### config.mk
export PLATFORM = sky130hd
export DESIGN_NAME = erbc_top
export DESIGN_NICKNAME = d
export VERILOG_FILES = /design/src/erbc_pkg.sv /design/src/erbc_sync.sv /design/src/erbc_top.sv
export SDC_FILE = /design/constraint.sdc
export NUM_CORES = 1
export LEC_CHECK = 0
export BUFFER_PORTS_ARGS = -buffer_cell sky130_fd_sc_hd__buf_2
export CELL_PAD_IN_SITES_DETAIL_PLACEMENT = 1
export CELL_PAD_IN_SITES_GLOBAL_PLACEMENT = 2
export CORE_UTILIZATION = 35
export CTS_CLUSTER_DIAMETER = 60
export DETAILED_ROUTE_END_ITERATION = 10
export GPL_ROUTABILITY_DRIVEN = 0
export MAX_ROUTING_LAYER = met4
export PLACE_DENSITY_LB_ADDON = 0.1
export RECOVER_POWER = 100
export SLEW_MARGIN = 10
export SYNTH_ARGS = -nofsm -noshare
export SYNTH_HDL_FRONTEND = slang
export SYNTH_SLANG_ARGS = --single-unit
### constraint.sdc
create_clock -name MCLK -period 2.4 [get_ports MCLK]
set_input_delay 0.48 -clock MCLK [delete_from_list [all_inputs] [get_ports MCLK]]
set_output_delay 0.48 -clock MCLK [all_outputs]
set_load 0.005 [all_outputs]
### src/erbc_pkg.sv
package erbc_pkg;

    // clock rate of the supervision logic
    localparam int CLK_MHZ = 125;

    // sequencer states
    typedef enum logic [2:0] {
        ST_INIT = 3'h0,
        ST_RESTORE = 3'h1,
        ST_RUN = 3'h2,
        ST_SAVE = 3'h3,
        ST_REC_HOLD = 3'h4,
        ST_REC_BOOT = 3'h5,
        ST_REC_END = 3'h6
    } erbc_state_type;

    // probe usage modes, as set by the configuration store
    typedef enum logic [2:0] {
        USE_NORM_INIT = 3'h0,
        USE_NORM_NOINIT = 3'h1,
        USE_RAM_NOINIT = 3'h2,
        USE_RAM_INIT = 3'h3,
        USE_DISABLED = 3'h4
    } erbc_usage_type;

    // boot configuration encoding that selects external boot
    localparam logic [1:0] BOOT_CFG_EXTERNAL = 2'h2;

    // green flash half period in milliseconds
    localparam int FLASH_HALF_MS = 250;
    localparam int FLASH_HALF_CYCLES = FLASH_HALF_MS * CLK_MHZ * 1000;

    // reset held after programming before the normal boot, in nanoseconds
    localparam int REC_END_NS = 10000;
    localparam int REC_END_CYCLES = (REC_END_NS * CLK_MHZ + 999) / 1000;

    // reset values of the registered outputs
    localparam logic RST_LED = 1'b0;
    localparam logic RST_ECU_RESET_OE = 1'b1;
    localparam logic RST_WRITE_PROTECT = 1'b1;

endpackage : erbc_pkg

### src/erbc_sync.sv
`timescale 1ns/1ps
// two-stage synchroniser for a bundle of asynchronous levels
module erbc_sync #(
    parameter int W = 1,
    parameter logic [W-1:0] INIT = '0
) (
    input wire logic clk,
    input wire logic rst_n,
    input wire logic [W-1:0] d,
    output logic [W-1:0] q
);

    logic [W-1:0] meta;

    // first stage feeds only the second stage
    always_ff @(posedge clk or negedge rst_n) begin
        if (!rst_n) begin
            meta <= INIT;
            q <= INIT;
        end else begin
            meta <= d;
            q <= meta;
        end
    end

endmodule : erbc_sync

### src/erbc_top.sv
`timescale 1ns/1ps
// Summary of operation
// - red lit when ECU on or tool ready
// - after supply loss restore backup into pages
// - green steady after restore until new data
// - green flashes in any RAM adapter mode
// - green off once pages may differ
// - yellow lit while fast link established
// - recovery starts holding MCU reset during load
// - recovery drives boot lines to external boot
// - strobe driven low when recovery releases reset
// - after programming reassert reset, release drives
// - sense ECU supply and report ECU off
// - enter power save when tool disconnected
// - write protect memories while MCU in reset
// - reset source chosen by reset-out option
// - hold ECU reset in save and initialisation
// - ECU reset on tool command or fault
// - reset-out option defaults to disabled
module erbc_top
    import erbc_pkg::*;
#(
    parameter int FLASH_HALF = FLASH_HALF_CYCLES,
    parameter int REC_END = REC_END_CYCLES,
    parameter logic USE_RESET_OUT_DEFAULT = 1'b0
) (
    input wire logic MCLK,
    input wire logic RSTN,
    input wire logic ECU_SUPPLY_ON,
    input wire logic PROBE_SUPPLY_LOW,
    input wire logic TOOL_CONNECTED,
    input wire logic LINK_UP,
    input wire logic ECU_RESET_LINE_IN,
    input wire logic MCU_RESET_OUT_SENSE_N,
    input wire logic USE_RESET_OUT,
    input wire logic USE_RESET_OUT_VALID,
    input wire logic [2:0] USAGE_MODE,
    input wire logic INIT_DONE,
    input wire logic RESTORE_DONE,
    input wire logic CAL_WRITE,
    input wire logic TOOL_RESET_REQ,
    input wire logic PROBE_FAULT,
    input wire logic RECOVERY_START,
    input wire logic BOOT_CODE_LOADED,
    input wire logic PROGRAM_DONE,
    output logic ECU_RESET_LINE_OUT,
    output logic ECU_RESET_LINE_OE,
    output logic [1:0] BOOT_CONFIG_LINES_OUT,
    output logic BOOT_CONFIG_LINES_OE,
    output logic RESET_CONFIG_STROBE_OUT,
    output logic RESET_CONFIG_STROBE_OE,
    output logic WRITE_PROTECT,
    output logic ECU_OFF,
    output logic POWER_SAVE,
    output logic RESTORE_REQ,
    output logic RECOVERY_ACTIVE,
    output logic LED_RED,
    output logic LED_GREEN,
    output logic LED_YELLOW
);

    // any usage mode other than initialised normal mode is a RAM adapter mode
    function automatic logic ram_adapter(input logic [2:0] mode);
        ram_adapter = (mode != USE_NORM_INIT);
    endfunction : ram_adapter

    // modes in which a supply loss triggers the backup copy
    function automatic logic restore_enabled(input logic [2:0] mode);
        restore_enabled = (mode == USE_NORM_INIT) || (mode == USE_RAM_INIT);
    endfunction : restore_enabled

    // states in which the ECU is held in reset by the sequencer
    function automatic logic holds_reset(input erbc_state_type st);
        holds_reset = (st == ST_INIT) || (st == ST_RESTORE) || (st == ST_SAVE)
            || (st == ST_REC_HOLD) || (st == ST_REC_END);
    endfunction : holds_reset

    logic [5:0] sync_q;
    logic ecu_on_s;
    logic probe_low_s;
    logic tool_s;
    logic link_s;
    logic ecu_rst_n_s;
    logic rso_n_s;
    logic use_rso;
    logic mcu_in_reset;
    erbc_state_type state;
    erbc_state_type next_state;
    logic pf_seen;
    logic pf_now;
    logic [31:0] rec_cnt;
    logic [31:0] blink_cnt;
    logic blink_en;
    logic blink_phase;
    logic restored;
    logic next_restored;

    // all pin levels pass two flops; reset lines idle inactive high
    erbc_sync #(.W(6), .INIT(6'h30)) u_sync (
        .clk(MCLK),
        .rst_n(RSTN),
        .d({MCU_RESET_OUT_SENSE_N, ECU_RESET_LINE_IN, LINK_UP, TOOL_CONNECTED,
            PROBE_SUPPLY_LOW, ECU_SUPPLY_ON}),
        .q(sync_q)
    );

    assign ecu_on_s = sync_q[0];
    assign probe_low_s = sync_q[1];
    assign tool_s = sync_q[2];
    assign link_s = sync_q[3];
    assign ecu_rst_n_s = sync_q[4];
    assign rso_n_s = sync_q[5];

    // reset-out option: default until configuration is valid
    always_ff @(posedge MCLK or negedge RSTN) begin
        if (!RSTN) begin
            use_rso <= 1'b0;
        end else if (USE_RESET_OUT_VALID) begin
            use_rso <= USE_RESET_OUT;
        end else begin
            use_rso <= USE_RESET_OUT_DEFAULT;
        end
    end

    // pick the reset source the option names
    assign mcu_in_reset = use_rso ? !rso_n_s : !ecu_rst_n_s;

    // write protect follows the sensed MCU reset state
    always_ff @(posedge MCLK or negedge RSTN) begin
        if (!RSTN) begin
            WRITE_PROTECT <= RST_WRITE_PROTECT;
        end else begin
            WRITE_PROTECT <= mcu_in_reset;
        end
    end

    // ECU off report and power save status
    always_ff @(posedge MCLK or negedge RSTN) begin
        if (!RSTN) begin
            ECU_OFF <= 1'b1;
            POWER_SAVE <= 1'b0;
        end else begin
            ECU_OFF <= !ecu_on_s;
            POWER_SAVE <= (next_state == ST_SAVE);
        end
    end

    // power fail latch, caught only while initialising after release
    assign pf_now = pf_seen || probe_low_s;

    always_ff @(posedge MCLK or negedge RSTN) begin
        if (!RSTN) begin
            pf_seen <= 1'b0;
        end else if (state == ST_INIT) begin
            pf_seen <= pf_now;
        end else begin
            pf_seen <= 1'b0;
        end
    end

    // sequencer next state; tool loss overrides everything
    always_comb begin
        next_state = state;
        case (state)
            ST_INIT: begin
                if (INIT_DONE) begin
                    if (pf_now && restore_enabled(USAGE_MODE)) begin
                        next_state = ST_RESTORE;
                    end else begin
                        next_state = ST_RUN;
                    end
                end
            end
            ST_RESTORE: if (RESTORE_DONE) begin
                next_state = ST_RUN;
            end
            // recovery needs the reset-out sense to see the MCU itself
            ST_RUN: if (RECOVERY_START && use_rso) begin
                next_state = ST_REC_HOLD;
            end
            ST_SAVE: if (tool_s) begin
                next_state = ST_INIT;
            end
            ST_REC_HOLD: if (BOOT_CODE_LOADED) begin
                next_state = ST_REC_BOOT;
            end
            ST_REC_BOOT: if (PROGRAM_DONE) begin
                next_state = ST_REC_END;
            end
            ST_REC_END: if (rec_cnt == 32'h0) begin
                next_state = ST_RUN;
            end
            default: next_state = ST_INIT;
        endcase
        if (!tool_s && state != ST_SAVE) begin
            next_state = ST_SAVE;
        end
    end

    // sequencer state register
    always_ff @(posedge MCLK or negedge RSTN) begin
        if (!RSTN) begin
            state <= ST_INIT;
        end else begin
            state <= next_state;
        end
    end

    // reset hold time after programming, before the normal boot
    always_ff @(posedge MCLK or negedge RSTN) begin
        if (!RSTN) begin
            rec_cnt <= 32'h0;
        end else if (state != ST_REC_END) begin
            rec_cnt <= 32'(REC_END - 1);
        end else if (rec_cnt != 32'h0) begin
            rec_cnt <= rec_cnt - 32'h1;
        end
    end

    // one pulse to the copy engine as the restore begins
    always_ff @(posedge MCLK or negedge RSTN) begin
        if (!RSTN) begin
            RESTORE_REQ <= 1'b0;
        end else begin
            RESTORE_REQ <= (next_state == ST_RESTORE) && (state != ST_RESTORE);
        end
    end

    // ECU reset: open drain, only ever pulled low
    assign ECU_RESET_LINE_OUT = 1'b0;

    always_ff @(posedge MCLK or negedge RSTN) begin
        if (!RSTN) begin
            ECU_RESET_LINE_OE <= RST_ECU_RESET_OE;
        end else begin
            ECU_RESET_LINE_OE <= holds_reset(next_state)
                || TOOL_RESET_REQ || PROBE_FAULT;
        end
    end

    // boot configuration and strobe drive, released outside recovery
    always_ff @(posedge MCLK or negedge RSTN) begin
        if (!RSTN) begin
            BOOT_CONFIG_LINES_OUT <= 2'h0;
            BOOT_CONFIG_LINES_OE <= 1'b0;
            RESET_CONFIG_STROBE_OUT <= 1'b1;
            RESET_CONFIG_STROBE_OE <= 1'b0;
            RECOVERY_ACTIVE <= 1'b0;
        end else begin
            // kept driven across the reset release so the MCU samples it
            BOOT_CONFIG_LINES_OE <= (next_state == ST_REC_HOLD) || (next_state == ST_REC_BOOT);
            BOOT_CONFIG_LINES_OUT <= BOOT_CFG_EXTERNAL;
            RESET_CONFIG_STROBE_OE <= (next_state == ST_REC_HOLD) || (next_state == ST_REC_BOOT);
            RESET_CONFIG_STROBE_OUT <= 1'b0;
            RECOVERY_ACTIVE <= (next_state == ST_REC_HOLD) || (next_state == ST_REC_BOOT)
                || (next_state == ST_REC_END);
        end
    end

    // flash divider: one-cycle enable every half period
    always_ff @(posedge MCLK or negedge RSTN) begin
        if (!RSTN) begin
            blink_cnt <= 32'h0;
            blink_en <= 1'b0;
        end else if (blink_cnt == 32'(FLASH_HALF - 1)) begin
            blink_cnt <= 32'h0;
            blink_en <= 1'b1;
        end else begin
            blink_cnt <= blink_cnt + 32'h1;
            blink_en <= 1'b0;
        end
    end

    always_ff @(posedge MCLK or negedge RSTN) begin
        if (!RSTN) begin
            blink_phase <= 1'b0;
        end else if (blink_en) begin
            blink_phase <= !blink_phase;
        end
    end

    // restored data flag: set by the restore, cleared by new data; set wins
    always_comb begin
        next_restored = restored;
        if (CAL_WRITE) begin
            next_restored = 1'b0;
        end
        if (RESTORE_DONE && state == ST_RESTORE) begin
            next_restored = 1'b1;
        end
    end

    always_ff @(posedge MCLK or negedge RSTN) begin
        if (!RSTN) begin
            restored <= 1'b0;
        end else begin
            restored <= next_restored;
        end
    end

    // status LEDs
    always_ff @(posedge MCLK or negedge RSTN) begin
        if (!RSTN) begin
            LED_RED <= RST_LED;
            LED_GREEN <= RST_LED;
            LED_YELLOW <= RST_LED;
        end else begin
            LED_RED <= ecu_on_s || (tool_s && link_s);
            if (ram_adapter(USAGE_MODE)) begin
                LED_GREEN <= blink_phase;
            end else begin
                LED_GREEN <= next_restored;
            end
            LED_YELLOW <= link_s;
        end
    end
endmodule : erbc_top

After elaboration in Yosys (flattened, before gate mapping)
Cells that the tools add are included.
{ "totals": {"register_bits": 96, "input_bits": 21, "out_inout_bits": 15, "word_cells": 89} }
{ "classes": {"addsub": 2, "n_eq_ne": 16, "muxes": 20, "reduce_logical": 29} }
{ "ops": {"columns": ["op", "count"], "rows": [
  ["$mux 32", 3],
  ["$add 32x1->32 const B", 1],
  ["$eq 32x25->1 const B", 1],
  ["$logic_not 32->1", 1],
  ["$reduce_bool 32->1", 1],
  ["$sub 32x1->32 const B", 1],
  ["$mux 3", 8],
  ["$pmux 3 s7", 1],
  ["$eq 3x3->1 const B", 6],
  ["$eq 3x2->1 const B", 4],
  ["$logic_or 1x1->1", 11],
  ["$logic_not 3->1", 3],
  ["$mux 1", 7],
  ["$eq 3x1->1 const B", 2],
  ["$logic_and 1x1->1", 6],
  ["$logic_not 1->1", 5],
  ["$ne 3x1->1 const B", 1],
  ["$ne 3x2->1 const B", 1],
  ["$ne 3x3->1 const B", 1],
  ["$reduce_bool 3->1", 1],
  ["$mux 2", 1],
  ["$reduce_bool 2->1", 1]
]} }

Logic depth before layout (Yosys ltp)
Gate-level depths: netlist of run 1.
{ "depth": {"depth_word": 14, "ltp_mapped": 8, "depth_no_buf": 7} }

Cells and area by module
Synthesis of run 1 repeated with hierarchy kept, for this count alone.
{ "unflattened": {"hier_cells": 421, "hier_area_um2": 4470.5} }
{ "by_module_without_submodules": {"columns": ["module", "instances", "cells_per_inst", "area_per_inst_um2", "seq_area_each_um2"], "rows": [
  ["erbc_top", 1, 409, 4165.2, 2107.0],
  ["erbc_sync", 1, 12, 305.3, 305.3]
]} }

Worst setup path before layout of run 1
Ideal clock, no wire load.
{ "synth_timing": {"path_kind": "register to register", "start": "register rec_cnt[20]", "end": "register rec_cnt[5]", "setup_ns": 0.141, "arrival_time_ns": 2.159, "t_required_ns": 2.259, "setup_slack_ns": 0.099, "path_stages_with_launch": 7, "path_buffers": 1, "period_less_slack_ns": 2.301, "path_cell_list": "dfrtp_1 -> or4_4 -> or4_4 -> o31ai_4 -> buf_6 -> or3_1 -> nand3_1"} }
{ "synth_between": {"elab_chain_cells": 2} }
{ "synth_rtl": {"columns": ["item", "line_no", "rtl"], "rows": [
  ["start, declared", "erbc_top.sv:91", "logic [31:0] rec_cnt;"],
  ["start signal, assigned", "erbc_top.sv:214", "rec_cnt <= 32'(REC_END - 1);"],
  ["start signal, assigned", "erbc_top.sv:216", "rec_cnt <= rec_cnt - 32'h1;"],
  ["$reduce_bool 32->1", "erbc_top.sv:215", "end else if (rec_cnt != 32'h0) begin"],
  ["$reduce_bool 2->1 (no line)", null, null]
]} }
Every way passes these cells.
A chain may end at the register's enable or synchronous reset.

Worst setup path after layout of run 1
{ "layout_timing": {"start": "register rec_cnt[21]", "end": "register rec_cnt[21]"} }
{ "layout_between": {"elab_chain_cells": 3, "word_cells_on_any_way": 5, "classes_between": "add/sub (1); mux (2); reduce/logical (2)"} }
{ "layout_rtl": {"columns": ["item", "line_no", "rtl"], "rows": [
  ["$sub 32x1->32", "erbc_top.sv:216", null],
  ["$mux 32", "erbc_top.sv:215", null],
  ["$mux 32", "erbc_top.sv:213", "end else if (state != ST_REC_END) begin"]
]} }
Several ways; a longest one is shown, not always the timed one. The select of a mux whose other input is x is not followed.

==> run metrics, run 1 <==
worst hold path class in2reg; DPL Wire Length a little over 7 mm; Mapped Cells 412; critical path's slowest cell or4_4; drt initial violations 99; Worst setup EP type flop; reg2reg path depth 6; Synth async-reset ratio 100%; Top Ports 36; Synth Area in Compound Gates between 9 and 10%; Main synth FF type dfrtp_1; crit path time final 2.34 ns; Via density ~5.1; Worst path most repeated cell or4_4; Inserted Diodes 0; setup violators final 0; Post-Synth XOR/XNOR Area under 10%; DRT Wirelength slightly above 10 mm; Synth Area in Adders 0.568%; placeable core area 12200 sq um; CTS tree done; largest net degree at the start of global routing 50; Worst Hold Depth 1; CTS clk-pin slew, worst paths roughly 0.07 ns; Initial Utilization between 30% and 40%; hold_buf cts 0; H-tree level count 3; Worst setup SP type flop; Post-synth EDFFs 0; Inst Count DP around 630; Die Y around 110 um; Slew @ Worst Pin about 1.3 ns; commonest non-fill, non-tap cell in the layout dfrtp_1; DR pass1 iterations 4; multiplexer area fraction after synthesis under 10%; Yosys Warn Count 0; Critical Path RT 2.63 ns; most frequent cells in the layout dfrtp_1 (88), nor2_1 (42), buf_2 (27); # DRC 0; static leakage between 0.002 and 0.0025 uW; simple-gate portion of the synthesized area 23.4%; share of cells above drive strength 1 20.7%; die width 114 um; WL/cell between 15 and 20 um; placed cell areas about 5000 sq um; status finished clean; area delta synth->final 19.9%; fmax roughly 430 MHz; library cells used by synthesis between 50 and 60; Post-Syn Area per Cell between 10 and 15 sq um; total grt overflow 0; die area about 13000 sq um; Pwr Density between 600 and 700 nW/um^2; clk_skew ~0.0079 ns; RSZ-0062 raised after global routing true; number of nets in the layout 500; FP Rows 40; endpoints failing hold 0; slowest stage delay, CP about 0.6 ns; Clock Path Buffers 2; worst-path cell chain or4_4, or4_4, o31ai_4, buf_4, or3_1, a21oi_2; Peak VDD IR roughly 0.40 mV; synthesized flop and latch total 96; Max-cap violations 0; Post-DRT Antenna Nets 0; initial antenna violation count 0; Rel. slew slack between 10% and 20%; Max Slew Vio Count 0; Final Non-Filler Cells 650; Num Clock Sinks 96; Period Utilization, post-route ~97%; PortBufs 33; worst path arrival time between 2 and 3 ns; GRT Total Usage 18.4%; crit path max fanout 8; design area about 5300 sq um; synthesized area 4410 sq um; first-pass GRT wire length ~18 mm; post-route setup TNS 0 ns; DR vias 3329; critical path start-end classification reg2reg; largest family of logic cells by synthesized area simple AND/OR/NAND/NOR gates; register area share after synthesis a little over half; vias in the first global route 3552; clk root buf clkbuf_16; worst-skew pair later-pin latency roughly 0.36 ns; CTS Buf Count 9
==> layer usage <==
metal	up-vias	routed length, um	GRT usage [%]
li1	1619	-	-
met3	10	286	4.76
met5	-	0	-
met4	0	118	5.45
met2	32	5130	30.2
met1	1668	4750	22.3
==> flip-flops by register name, indices dropped and copies added, names as in the netlist, 3 cells and up <==
signal	flops
blink_cnt	32
rec_cnt	32
u_sync.meta	6
u_sync.q	6
state	3
==> cells in the mapped netlist (2+ instances only) <==
cell | n | area, sq um
or3_1 | 9 | 56.3
or4_1 | 10 | 75.1
nor4b_1 | 2 | 17.5
nand2b_1 | 4 | 25.0
nand3_1 | 19 | 95.1
and4_1 | 6 | 52.6
nand4_1 | 13 | 81.3
a21oi_2 | 7 | 61.3
ha_1 | 2 | 25.0
mux2i_1 | 4 | 40.0
or4_4 | 2 | 22.5
nor3b_1 | 2 | 15.0
nor2b_1 | 2 | 12.5
nor3_1 | 13 | 65.1
xor2_1 | 17 | 149
and2_1 | 3 | 18.8
a211oi_1 | 3 | 22.5
o31ai_1 | 6 | 45.0
inv_1 | 8 | 30.0
nand2_1 | 25 | 93.8
nand4b_1 | 2 | 17.5
clkbuf_1 | 9 | 33.8
buf_4 | 3 | 22.5
a21oi_1 | 14 | 70.1
mux2_2 | 2 | 22.5
o21ai_0 | 5 | 25.0
dfstp_2 | 8 | 210
nor4_1 | 14 | 87.6
conb_1 | 2 | 7.51
nor2_1 | 42 | 158
a31oi_1 | 2 | 12.5
dfrtp_1 | 88 | 2200
nand3b_1 | 4 | 30.0
and3_1 | 7 | 43.8
xnor2_1 | 25 | 219
a2111oi_0 | 2 | 17.5
o21ai_1 | 10 | 50.1
==> cells by family (layout without fill, tap and decap cells) <==
logic type | Yosys count | in the layout
compound gates | 58 | 58
xor+xnor | 42 | 42
fa+ha+maj | 2 | 2
buf+inv | 22 | 90
flops | 96 | 96
mux | 6 | 6
other cells | 2 | 4
simple gates | 184 | 184
==> per-stage QoR <==
stage	util [%]	total power, uW	hold slack (ns)	worst slack (ns)
final	43.5	3280	0.216	0.0605
after floorplan	-	1780	0.184	0.0993
after detailed placement	41.0	1870	0.336	0.0341
after CTS	43.5	3350	0.0301	0.0228
after global routing	43.5	3430	0.194	-0.00333
after global placement	41.0	1870	0.332	0.111
==> cell type report <==
class	instances	area [sq um]
Sequential cell	96	2410
Clock buffer	9	225
Fill cell	1357	6880
Clock inverter	7	72.6
Multi-Input combinational cell	296	1930
Tap cell	168	210
Inverter	9	33.8
Timing Repair Buffer	65	398
==> power breakdown <==
part	leakage, uW	switching, uW	total (uW)	internal (uW)
combinational	0.000892	106	164	57.8
clock	0.000144	709	1450	738
sequential	0.00124	20.0	1670	1650
==> critical path: cells and delay by family (launching register included) <==
kind	cells	cell delay (ns)
AO/OA/AOI/OAI	2	0.34
AND/OR/NAND/NOR	3	1.28
flip-flops	1	0.42
buffers and inverters	1	0.19
==> path summary, 6_finish.rpt <==
path,endpoint,slack (ns),from
worst max-delay path,rec_cnt[21],0.06,rec_cnt[21]
worst min-delay path,u_sync.meta[4],0.22,ECU_RESET_LINE_IN
worst max register to register,rec_cnt[21],0.06,rec_cnt[21]
worst min register to register,u_sync.q[3],0.35,u_sync.meta[3]
max in group asynchronous,blink_cnt[13],0.57,RSTN
min in group asynchronous,rec_cnt[5],0.41,RSTN
==> repair_timing <==
| action | CTS | global route |
|---|---|---|
| buffers inserted | 0 | 1 |
| gates resized for setup | 0 | 6 |
| endpoints found under the setup margin | 0 | 14 |
Note: power is estimated with default switching activity, not from simulation.
==> run 2, diff against run 1 <==
Settings changed: CORE_MARGIN set to 10.
Clock period 2.4 ns to 1.85 ns, I/O delays scaled along.
==> run metrics, run 2 (synthesis gave the netlist of run 1 again) <==
status finished with violations; failing checks setup timing; vias in the first global route 3997; drt initial violations about 130; placeable core area between 10000 and 15000 sq um; worst-path cell chain or4_4, or4_4, buf_4, nor3_4, buf_12, or4_1, a21oi_1; Clock Path Buffers 2; H-tree level count 3; filler cell count about 1400; fmax ~440 MHz; initial antenna violation count 0; endpoints failing hold 0; Max-cap violations 0; CTS Buf Count 9; CTS tree done; top flop regs blink_cnt x32, rec_cnt x32; Via density just over 5; PnR worst setup slack -0.402 ns; Pwr Density 689 nW/um^2; CTS clk-pin slew, worst paths 0.07 ns; commonest non-fill, non-tap cell in the layout dfrtp_1; slowest stage delay, CP about 0.56 ns; area delta synth->final 40.3%; Worst setup EP type flop; Worst setup SP type flop; Top Ports 36; RSZ-0062 raised after global routing true; DR pass1 iterations 4; crit path max fanout 9; crit path time final between 2 and 2.5 ns; clk root buf clkbuf_16; critical path's slowest cell or4_4; Total Power roughly 4300 uW; Max Slew Vio Count 0; DPL Wire Length between 8 and 9 mm; clk_skew between 0.006 and 0.007 ns; total grt overflow 0; worst-skew pair later-pin latency approximately 0.35 ns; DR vias 3668; Critical Path RT 2.07 ns; share of cells above drive strength 1 38.2%; most frequent cells in the layout dfrtp_1 (88), buf_4 (76), nor2_1 (41); critical path start-end classification reg2reg; placed cell areas 5570 sq um; PortBufs 33; first-pass GRT wire length 20.0 mm; die area about 17000 sq um; CP top delay family simple AND/OR/NAND/NOR gates; worst path arrival time between 2 and 2.5 ns; worst hold path class in2reg; FP Rows 40; Slew @ Worst Pin approximately 0.66 ns; Period Utilization, post-route 122%; die width ~130 um; Post-DRT Antenna Nets 0; Inserted Diodes 0; DRT Wirelength roughly 12 mm; number of nets in the layout 571; GRT Total Usage 14.4%; largest net degree at the start of global routing 50; Num Clock Sinks between 90 and 100; design area 6190 sq um; setup violators final 37; Rel. slew slack 56.0%; Initial Utilization 36.2%; static leakage around 0.0027 uW; Worst path most repeated cell or4_4; Die Y around 130 um; # DRC 0; Peak VDD IR just over 0.6 mV; buffer and inverter count on the worst path 2; WL/cell between 15 and 20 um
==> run 2: cell types whose count changed in the layout (fill, tap and decap cells not counted), moves of 5 or more <==
cell      delta
buf_6       +11
nor4_1      -10
nor4_2       +7
clkbuf_1     +5
or4_4        +6
or4_1        -6
a21oi_2      +5
a21oi_1      -5
buf_4       +54
buf_2        -6
==> run 2: final cells by class <==
type                    instances  area, sq um  area share [%]
clock buffers                   9          225            3.64
clock inverters                 7         72.6            1.17
inverters                       9         33.8           0.546
multi-input cells             297         2240            36.3
flip-flops and latches         96         2410            39.0
well taps                     168          210            3.40
repair buffers                135          987            16.0
==> run 2: stage by stage <==
stage / setup TNS [ns] / util (%) / setup WS (ns) / std cells / hold slack (ns)
global placement: -7.99 / 45.8 / -0.361 / 687 / 0.209
global route: -12.29 / 50.9 / -0.458 / 721 / 0.0927
CTS: -9.64 / 50.2 / -0.386 / 712 / 0.0939
finish: -9.29 / 50.9 / -0.402 / 721 / 0.112
floorplan: -6.19 / - / -0.337 / 414 / 0.0744
detailed placement: -9.36 / 45.8 / -0.469 / 687 / 0.214
==> run 2: routing by layer <==
| layer | up-vias | global-route usage [%] | wire, um |
|---|---|---|---|
| li1 | 1757 | - | - |
| met1 | 1875 | 16.3 | 5030 |
| met2 | 28 | 24.7 | 6610 |
| met3 | 8 | 3.62 | 301 |
| met4 | 0 | 3.85 | 125 |
| met5 | - | - | 0 |
==> run 2: final timing paths <==
path | start | to | depth (start not counted) | slack [ns]
max | rec_cnt[30] | rec_cnt[8] | 7 | -0.40
min | ECU_RESET_LINE_IN | u_sync.meta[4] | 1 | 0.11
max reg2reg | rec_cnt[30] | rec_cnt[8] | 7 | -0.40
min reg2reg | u_sync.meta[3] | u_sync.q[3] | 0 | 0.35
max in group asynchronous | RSTN | blink_cnt[16] | 3 | 0.31
min in group asynchronous | RSTN | POWER_SAVE | 2 | 0.48
==> run 2: power by group <==
group          internal [uW]  total, uW  leakage [uW]  switching, uW
clock                    952       1850      0.000143            901
combinational           91.2        240       0.00130            149
sequential              2150       2170       0.00124           25.1
total                   3190       4260       0.00267           1080
==> run 2: what timing repair did <==
item,in CTS,in global routing
gates cloned,1,0
hold endpoints to repair,6,0
buffers inserted,7,9
endpoints found under the setup margin,37,43
gates resized for setup,32,18
pin swaps,20,17
hold buffers,1,0
